**src/include/pmic_ctrl_regs.vh**
```
// Register map, field positions, reset values and timing figures of the processor control logic
`ifndef PMIC_CTRL_REGS_VH
`define PMIC_CTRL_REGS_VH

// Serial register port
`define I2C_DEV_ADDR 7'h08

// Register offsets
`define PG_MODE_ADDR 8'he8
`define CTRL_ADDR 8'h20
`define INT_STAT_ADDR 8'h21
`define INT_MASK_ADDR 8'h22
`define STATUS_ADDR 8'h23

// Field positions
`define PG_FAULT_BIT 0
`define CTRL_POWER_ON_REQUEST_EDGE_BIT 0
`define CTRL_STBY_INV_BIT 1
`define CTRL_TRIAL_BIT 2
`define INT_FAULT_BIT 0

// Reset values
`define PG_MODE_RST 8'h00
`define CTRL_RST 3'h0
`define INT_MASK_RST 1'h0

// Clocks and times
`define CLK_HZ 64'd50000000
`define SLOW_HZ 64'd32768
`define RST_DLY_MIN_US 64'd2000
`define RST_DLY_MAX_US 64'd4000
`define FAULT_RST_US 64'd1800
`define FAULT_OFF_US 64'd100000

`endif

```
**src/hdl/pmic_proc_ctrl.v**
```verilog
// Processor control logic of the power manager: turn-on, standby, reset, warning, interrupt
`include "pmic_ctrl_regs.vh"

module pmic_proc_ctrl (
	// Clock and reset
	input wire clk_i,
	input wire srst_i,
	// Processor interface pins
	input wire power_on_request_i,
	input wire standby_i,
	input wire processor_reset_out_n_i,
	output wire processor_reset_out_n_o,
	output wire processor_reset_out_n_oe_n_o,
	input wire shutdown_warning_n_i,
	output wire shutdown_warning_n_o,
	output wire shutdown_warning_n_oe_n_o,
	input wire fault_interrupt_out_n_i,
	output wire fault_interrupt_out_n_o,
	output wire fault_interrupt_out_n_oe_n_o,
	// Configuration source
	input wire config_source_pin_i,
	input wire fuse_programmed_i,
	input wire fuse_pg_fault_mode_i,
	// Power sequencer and supervisors
	input wire seq_done_i,
	input wire fault_i,
	input wire turn_off_event_i,
	output reg power_up_o,
	output reg standby_mode_o,
	output reg [1:0] startup_source_o,
	// I2C register port
	input wire scl_i,
	input wire sda_i,
	output wire sda_o,
	output wire sda_oe_n_o
);

	localparam [63:0] TICK_W = (`CLK_HZ + `SLOW_HZ / 64'd2) / `SLOW_HZ - 64'd1; // Nearest clock
	localparam [10:0] TICK_DIV = TICK_W[10:0];
	localparam [63:0] RST_DLY_W = (`RST_DLY_MIN_US * `SLOW_HZ + 64'd999999) / 64'd1000000;
	localparam [63:0] FAULT_RST_W = (`FAULT_RST_US * `SLOW_HZ) / 64'd1000000;
	localparam [63:0] FAULT_OFF_W = (`FAULT_OFF_US * `SLOW_HZ) / 64'd1000000;
	localparam [11:0] RST_DLY_TICKS = RST_DLY_W[11:0];
	localparam [11:0] FAULT_RST_TICKS = FAULT_RST_W[11:0];
	localparam [11:0] FAULT_OFF_TICKS = FAULT_OFF_W[11:0];

	localparam [1:0] SRC_FUSE = 2'h0, SRC_BUILTIN = 2'h1, SRC_TRIAL = 2'h2;

	// Power states
	localparam [5:0] ST_OFF = 6'h01, ST_SEQ = 6'h02, ST_RDLY = 6'h04;
	localparam [5:0] ST_ON = 6'h08, ST_WWAIT = 6'h10, ST_WARN = 6'h20;

	// Serial port states
	localparam [5:0] I_IDLE = 6'h01, I_ADDR = 6'h02, I_WR = 6'h04;
	localparam [5:0] I_ACK = 6'h08, I_RD = 6'h10, I_MACK = 6'h20;

	reg [10:0] div_reg;
	reg [5:0] st_reg;
	reg [11:0] dly_reg, fcnt_reg;
	reg tick_reg, fault_seen_reg, rst_assert_reg, warn_reg, power_on_request_prev_reg, fault_prev_reg;
	reg cfg_builtin_reg, int_flag_reg, int_mask_reg;
	reg [7:0] pg_mode_reg;
	reg [2:0] ctrl_reg;

	reg [5:0] i_st_reg;
	reg [3:0] cnt_reg;
	reg [7:0] sh_reg, ptr_reg;
	reg ptr_phase_reg, rw_reg, mack_reg, scl_prev_reg, sda_prev_reg;

	wire fault_mode, trial_en, start_ok, turn_on, fault_rise;
	wire scl_rise, scl_fall, i2c_start, i2c_stop, wr_stb, flag_clr;

	// Register read decode
	function [7:0] read_reg;
		input [7:0] addr;
		begin
			case (addr)
				`PG_MODE_ADDR: read_reg = pg_mode_reg;
				`CTRL_ADDR: read_reg = {5'h00, ctrl_reg};
				`INT_STAT_ADDR: read_reg = {7'h00, int_flag_reg};
				`INT_MASK_ADDR: read_reg = {7'h00, int_mask_reg};
				`STATUS_ADDR: read_reg = {fault_i, standby_mode_o, rst_assert_reg, warn_reg,
					power_up_o, startup_source_o, fault_mode};
				default: read_reg = 8'h00;
			endcase
		end
	endfunction

	assign trial_en = ctrl_reg[`CTRL_TRIAL_BIT];
	assign fault_mode = pg_mode_reg[`PG_FAULT_BIT] | fuse_pg_fault_mode_i;
	assign start_ok = cfg_builtin_reg | trial_en | fuse_programmed_i;
	assign turn_on = ctrl_reg[`CTRL_POWER_ON_REQUEST_EDGE_BIT] ?
		(power_on_request_i & ~power_on_request_prev_reg) : power_on_request_i;
	assign fault_rise = fault_i & ~fault_prev_reg;

	// 32 kHz tick from the system clock
	always @(posedge clk_i) begin
		if (srst_i) begin
			div_reg <= 11'h000;
			tick_reg <= 1'b0;
		end else begin
			tick_reg <= (div_reg == TICK_DIV);
			div_reg <= (div_reg == TICK_DIV) ? 11'h000 : div_reg + 11'h001;
		end
	end

	// Configuration pin caught while reset is held
	always @(posedge clk_i) begin
		if (srst_i) begin
			cfg_builtin_reg <= config_source_pin_i;
		end
	end

	always @* begin
		if (cfg_builtin_reg) begin
			startup_source_o = SRC_BUILTIN;
		end else if (trial_en) begin
			startup_source_o = SRC_TRIAL;
		end else begin
			startup_source_o = SRC_FUSE;
		end
	end

	// Power state machine
	always @(posedge clk_i) begin
		if (srst_i) begin
			st_reg <= ST_OFF;
			dly_reg <= 12'h000;
			fcnt_reg <= 12'h000;
			fault_seen_reg <= 1'b0;
			rst_assert_reg <= 1'b1;
			warn_reg <= 1'b0;
			power_up_o <= 1'b0;
			standby_mode_o <= 1'b0;
			power_on_request_prev_reg <= 1'b0;
			fault_prev_reg <= 1'b0;
		end else begin
			power_on_request_prev_reg <= power_on_request_i;
			fault_prev_reg <= fault_i;
			standby_mode_o <= (st_reg == ST_ON) &
				(standby_i ^ ctrl_reg[`CTRL_STBY_INV_BIT]);
			if (!fault_i || st_reg == ST_OFF) begin
				fcnt_reg <= 12'h000;
			end else if (tick_reg && fcnt_reg != 12'hfff) begin
				fcnt_reg <= fcnt_reg + 12'h001;
			end
			case (st_reg)
				ST_OFF: begin
					rst_assert_reg <= 1'b1;
					warn_reg <= 1'b0;
					power_up_o <= 1'b0;
					if (turn_on && start_ok) begin
						st_reg <= ST_SEQ;
						power_up_o <= 1'b1;
						fault_seen_reg <= 1'b0;
					end
				end
				ST_SEQ: begin
					if (fault_i) begin
						fault_seen_reg <= 1'b1;
					end
					if (seq_done_i) begin
						dly_reg <= 12'h000;
						if (!fault_mode) begin
							st_reg <= ST_RDLY;
						end else begin
							st_reg <= ST_ON;
							rst_assert_reg <= fault_seen_reg | fault_i;
						end
					end
				end
				ST_RDLY: begin
					if (tick_reg) begin
						dly_reg <= dly_reg + 12'h001;
					end
					if (dly_reg == RST_DLY_TICKS + 12'h001) begin // Spare tick covers divider phase
						rst_assert_reg <= 1'b0;
						st_reg <= ST_ON;
					end
				end
				ST_ON: begin
				end
				ST_WWAIT: begin
					if (tick_reg) begin
						warn_reg <= 1'b1;
						st_reg <= ST_WARN;
					end
				end
				ST_WARN: begin
					if (tick_reg) begin
						warn_reg <= 1'b0;
						power_up_o <= 1'b0;
						st_reg <= ST_OFF;
					end
				end
				default: begin
					st_reg <= ST_OFF;
				end
			endcase
			if (st_reg == ST_SEQ || st_reg == ST_RDLY || st_reg == ST_ON) begin
				if (turn_off_event_i) begin
					rst_assert_reg <= 1'b1;
					st_reg <= ST_WWAIT;
				end else if (fault_mode && fcnt_reg >= FAULT_OFF_TICKS) begin
					rst_assert_reg <= 1'b1;
					st_reg <= ST_WWAIT;
				end else if (fault_mode && fcnt_reg >= FAULT_RST_TICKS) begin
					rst_assert_reg <= 1'b1;
				end
			end
		end
	end

	// Open-drain pins: enable low pulls the line low
	assign processor_reset_out_n_o = 1'b0;
	assign processor_reset_out_n_oe_n_o = ~rst_assert_reg;
	assign shutdown_warning_n_o = 1'b0;
	assign shutdown_warning_n_oe_n_o = ~warn_reg;
	assign fault_interrupt_out_n_o = 1'b0;
	assign fault_interrupt_out_n_oe_n_o = ~(int_flag_reg & ~int_mask_reg);

	// Serial register port
	assign scl_rise = scl_i & ~scl_prev_reg;
	assign scl_fall = ~scl_i & scl_prev_reg;
	assign i2c_start = scl_i & scl_prev_reg & sda_prev_reg & ~sda_i;
	assign i2c_stop = scl_i & scl_prev_reg & ~sda_prev_reg & sda_i;
	assign wr_stb = scl_fall & (i_st_reg == I_WR) & (cnt_reg == 4'h8) & ~ptr_phase_reg;
	assign flag_clr = wr_stb & (ptr_reg == `INT_STAT_ADDR) & sh_reg[`INT_FAULT_BIT];
	assign sda_o = 1'b0;
	assign sda_oe_n_o = ~((i_st_reg == I_ACK) | ((i_st_reg == I_RD) & ~sh_reg[7]));

	always @(posedge clk_i) begin
		if (srst_i) begin
			i_st_reg <= I_IDLE;
			cnt_reg <= 4'h0;
			sh_reg <= 8'h00;
			ptr_reg <= 8'h00;
			ptr_phase_reg <= 1'b0;
			rw_reg <= 1'b0;
			mack_reg <= 1'b0;
			scl_prev_reg <= 1'b1;
			sda_prev_reg <= 1'b1;
		end else begin
			scl_prev_reg <= scl_i;
			sda_prev_reg <= sda_i;
			if (i2c_start) begin
				i_st_reg <= I_ADDR;
				cnt_reg <= 4'h0;
			end else if (i2c_stop) begin
				i_st_reg <= I_IDLE;
			end else if (scl_rise) begin
				if (i_st_reg == I_ADDR || i_st_reg == I_WR) begin
					sh_reg <= {sh_reg[6:0], sda_i};
					cnt_reg <= cnt_reg + 4'h1;
				end else if (i_st_reg == I_RD) begin
					cnt_reg <= cnt_reg + 4'h1;
				end else if (i_st_reg == I_MACK) begin
					mack_reg <= ~sda_i;
				end
			end else if (scl_fall) begin
				case (i_st_reg)
					I_ADDR: begin
						if (cnt_reg == 4'h8) begin
							if (sh_reg[7:1] == `I2C_DEV_ADDR) begin
								rw_reg <= sh_reg[0];
								ptr_phase_reg <= ~sh_reg[0];
								i_st_reg <= I_ACK;
							end else begin
								i_st_reg <= I_IDLE;
							end
						end
					end
					I_WR: begin
						if (cnt_reg == 4'h8) begin
							if (ptr_phase_reg) begin
								ptr_reg <= sh_reg;
								ptr_phase_reg <= 1'b0;
							end else begin
								ptr_reg <= ptr_reg + 8'h01;
							end
							i_st_reg <= I_ACK;
						end
					end
					I_ACK: begin
						cnt_reg <= 4'h0;
						if (rw_reg) begin
							sh_reg <= read_reg(ptr_reg);
							ptr_reg <= ptr_reg + 8'h01;
							i_st_reg <= I_RD;
						end else begin
							i_st_reg <= I_WR;
						end
					end
					I_RD: begin
						if (cnt_reg == 4'h8) begin
							i_st_reg <= I_MACK;
						end else begin
							sh_reg <= {sh_reg[6:0], 1'b1};
						end
					end
					I_MACK: begin
						if (mack_reg) begin
							cnt_reg <= 4'h0;
							sh_reg <= read_reg(ptr_reg);
							ptr_reg <= ptr_reg + 8'h01;
							i_st_reg <= I_RD;
						end else begin
							i_st_reg <= I_IDLE;
						end
					end
					default: begin
						i_st_reg <= I_IDLE;
					end
				endcase
			end
		end
	end

	// Register file
	always @(posedge clk_i) begin
		if (srst_i) begin
			pg_mode_reg <= `PG_MODE_RST;
			ctrl_reg <= `CTRL_RST;
			int_mask_reg <= `INT_MASK_RST;
			int_flag_reg <= 1'b0;
		end else begin
			if (wr_stb && ptr_reg == `PG_MODE_ADDR) begin
				pg_mode_reg <= sh_reg;
			end
			if (wr_stb && ptr_reg == `CTRL_ADDR) begin
				ctrl_reg <= sh_reg[2:0];
			end
			if (wr_stb && ptr_reg == `INT_MASK_ADDR) begin
				int_mask_reg <= sh_reg[`INT_FAULT_BIT];
			end
			if (fault_rise) begin
				int_flag_reg <= 1'b1;
			end else if (flag_clr) begin
				int_flag_reg <= 1'b0;
			end
		end
	end

endmodule // pmic_proc_ctrl

```
**config.mk**
```make
export PLATFORM = sky130hd
export DESIGN_NAME = pmic_proc_ctrl
export DESIGN_NICKNAME = d
export VERILOG_FILES = /design/src/hdl/pmic_proc_ctrl.v
export VERILOG_INCLUDE_DIRS = /design/src /design/src/include
export SDC_FILE = /design/constraint.sdc
export NUM_CORES = 1
export LEC_CHECK = 0
export ABC_CLOCK_PERIOD_IN_PS = 2900
export BUFFER_PORTS_ARGS = -buffer_cell sky130_fd_sc_hd__buf_2
export CAP_MARGIN = 20
export CORE_MARGIN = 4
export CORE_UTILIZATION = 30
export DETAILED_ROUTE_END_ITERATION = 7
export GPL_ROUTABILITY_DRIVEN = 0
export PLACE_DENSITY = 0.43
export SYNTH_ARGS = -nofsm -noshare
export SYNTH_HDL_FRONTEND = slang
export SYNTH_SLANG_ARGS = --single-unit
```
**constraint.sdc**
```tcl
create_clock -name clk_i -period 2.9 [get_ports clk_i]
set_input_delay 0.435 -clock clk_i [delete_from_list [all_inputs] [get_ports clk_i]]
set_output_delay 0.435 -clock clk_i [all_outputs]
set_load 0.02 [all_outputs]
```
==> impl_metrics.toml <==
[min_path]
holdPathStages = 1
min_from = "config_source_pin_i"
holdCritPathClass = "input port to flip-flop"
hold_end = "cfg_builtin_reg"

[sta]
fmax_mhz = 384
setup_tns_ps = 0
relSlewSlack_pct = 50.2
max_slew.worst_pin.slew_ps = 747
fin_crit_ps = 2610
rsz0062_at_grt = "no"
setup_ws_ps = 294
slew_viol_final = 0
fin_crit_sh_pct = 89.9
fin_skew_ps = 9.00
finalHoldViolCount = 0
finalSetupViolations = 0

[critical_path]
critical_path_class = "flip-flop to output port"
regToRegEndpoint = "ptr_reg[0]"
cp_num_cells = 4
crit_fanout = 11
worstPathArrival_ps = 2170
cp.required_ps = 2470
r2r_cells = 6
start_kind = "flip-flop"
r2r_setup_slack_ps = 400
critPathMaxStageDelay_ps = 590
path_delay_family = "simple AND/OR/NAND/NOR gates"
worstPathCellList = "or4b_1 > or3_1 > o21a_1 > buf_2"
cpMaxStageDelayCell = "dfxtp_1"
reg2reg_from = "i_st_reg[3]"
crit_path_end_kind = "output port"
critPathBufInv = 1

[global_route]
grt_max_degree = 33
gr-total-overflow = 0
antenna_found_initial = 0
grt_pass1_vias = 4248
grt_usage_pct = 13.5
grt_pass1_wl_mm = 21.5

[drt]
ant_nets = 0
wl_per_cell_um = 14.9
via_per_inst = 5.10
drtIter0Drc = 322
vias = 4410
dr.pass1.iters = 5
wl_mm = 12.9
drc = 0

[finish]
finish.utilization_pct = 34.5
area_delta_synth_final_pct = 12.9
diodes = 0
nFillCells = 1769
final_nets = 670
multiInputGateArea_mm2 = 0.00294
drive_above_1_share_pct = 8.37
register_area_mm2 = 0.00189

[yosys]
synth_area_mm2 = 0.00507
ys.flop_type = "dfxtp_1"
synth_edf_count = 1
ys_seq_area_share_pct = 37.3
ys_ff_latch = 94
avgSynthCellArea_um2 = 8.05
synth_cells = 630
synth_cell_types = 60
ys.warnings.count = 0
synth-async-reset-ratio_pct = 0

[floorplanning]
die_h_um = 138
die_w_um = 138
ios = 27
coreArea_mm2 = 0.0166
start_util_pct = 30.6
die_area_mm2 = 0.0190
rows = 47

[clock_tree]
clk-insertion-delay-late_ps = 350
cts_tree = "built"
clock-sinks = 94
hold_buffers = 0
cts_buffer_depth = 2
cts_setup_buffers = 0
cts_resized = 0
root_buffer = "clkbuf_16"
clk_pin_slew_ps = 70
cts_buffers = 9
htree_levels = 3

[job]
cap_violations = 0

[power_and_ir_drop]
leakage_nw = 1.95
ir_drop_v = 0.000297
p_per_area_mw_per_mm2 = 515

[placed_design]
post-place-ws_ps = 418
port-buffer-count = 19
hpwl_mm = 9.51

[status]
outcome = "completed"
==> layout by cell type, fill, tap and decap left out, drive strengths merged, types with 17 or more instances in the layout <==
cell type / synthesis / routed
mux2i: 19 / 19
o21ai: 29 / 29
a21oi: 30 / 30
buf: 8 / 27
xnor2: 17 / 17
nand3: 24 / 24
nor3: 26 / 26
dfxtp: 93 / 93
nor2: 99 / 99
nand2: 39 / 39
inv: 29 / 29
==> where the power goes <==
group / leakage [nW] / internal (mW) / switching, mW
clock: 0.170 / 0.891 / 0.504
sequential: 0.762 / 1.31 / 0.0295
combinational: 1.02 / 0.0751 / 0.136
total: 1.95 / 2.28 / 0.670
==> worst max path at each step <==
stage | end | start | slack, ps
after global routing | sda_oe_n_o | i_st_reg[3] | 200
after detailed placement | ptr_reg[0] | scl_i | 420
after CTS | sda_oe_n_o | i_st_reg[3] | 290
after floorplan | dly_reg[4] | st_reg[4] | 660
after global placement | ptr_reg[0] | i_st_reg[3] | 470
final | sda_oe_n_o | i_st_reg[3] | 290
==> cell families (layout without fill, tap and decap cells) <==
logic type	count (synthesis)	after routing	synth area share, %
AO/OA/AOI/OAI	132	132	17.3
XOR/XNOR	33	33	5.70
adder cells (fa/ha/maj)	15	15	3.70
buffers and inverters	60	72	4.89
flip-flops	94	94	37.3
multiplexers	19	19	3.75
other	1	4	0.0739
AND/OR/NAND/NOR	276	276	27.3
==> stage by stage <==
step	instance area (um^2)	hold slack, ps	instances	power [mW]
finish	5720	262	865	2.95
global route	5720	247	865	3.08
CTS	5720	232	865	3.01
detailed placement	5370	467	849	1.58
global placement	5370	462	849	1.58
floorplan	5080	441	633	1.52
==> cell usage after synthesis, types with 4 or more instances <==
cell type,number,area share [%]
a211oi_1,10,1.5
a21o_1,5,0.74
a21oi_1,30,3.0
a22oi_1,12,1.8
a2bb2oi_1,4,0.69
a311oi_1,5,0.86
a31oi_1,8,0.99
and2_1,6,0.74
and3_1,11,1.4
buf_4,5,0.74
clkbuf_1,23,1.7
dfxtp_1,93,37
ha_1,15,3.7
inv_1,29,2.1
mux2i_1,19,3.8
nand2_1,39,2.9
nand2b_1,8,0.99
nand3_1,24,2.4
nand3b_1,4,0.59
nand4_1,12,1.5
nor2_1,99,7.3
nor2b_1,8,0.99
nor3_1,25,2.5
nor4_1,6,0.74
nor4b_1,5,0.86
o21ai_0,29,2.9
o31ai_1,5,0.74
or2_2,4,0.49
or3_1,9,1.1
xnor2_1,17,2.9
xor2_1,16,2.8
==> per-layer routing <==
| layer | global-route usage, % | share of wire [%] | up-vias |
|---|---|---|---|
| li1 | - | - | 2260 |
| met1 | 17.4 | 48 | 2063 |
| met2 | 22.3 | 47 | 70 |
| met3 | 3.04 | 2.8 | 17 |
| met4 | 4.89 | 1.9 | 0 |
| met5 | 0 | 0 | - |
==> cell type report <==
class | instances | share of cell area (%)
Multi-Input combinational cell | 479 | 51.4
Inverter | 29 | 1.90
Clock inverter | 3 | 1.57
Timing Repair Buffer | 27 | 2.71
Tap cell | 220 | 4.81
Clock buffer | 13 | 4.55
Sequential cell | 94 | 33.0
(Power assumes the default switching activity.)
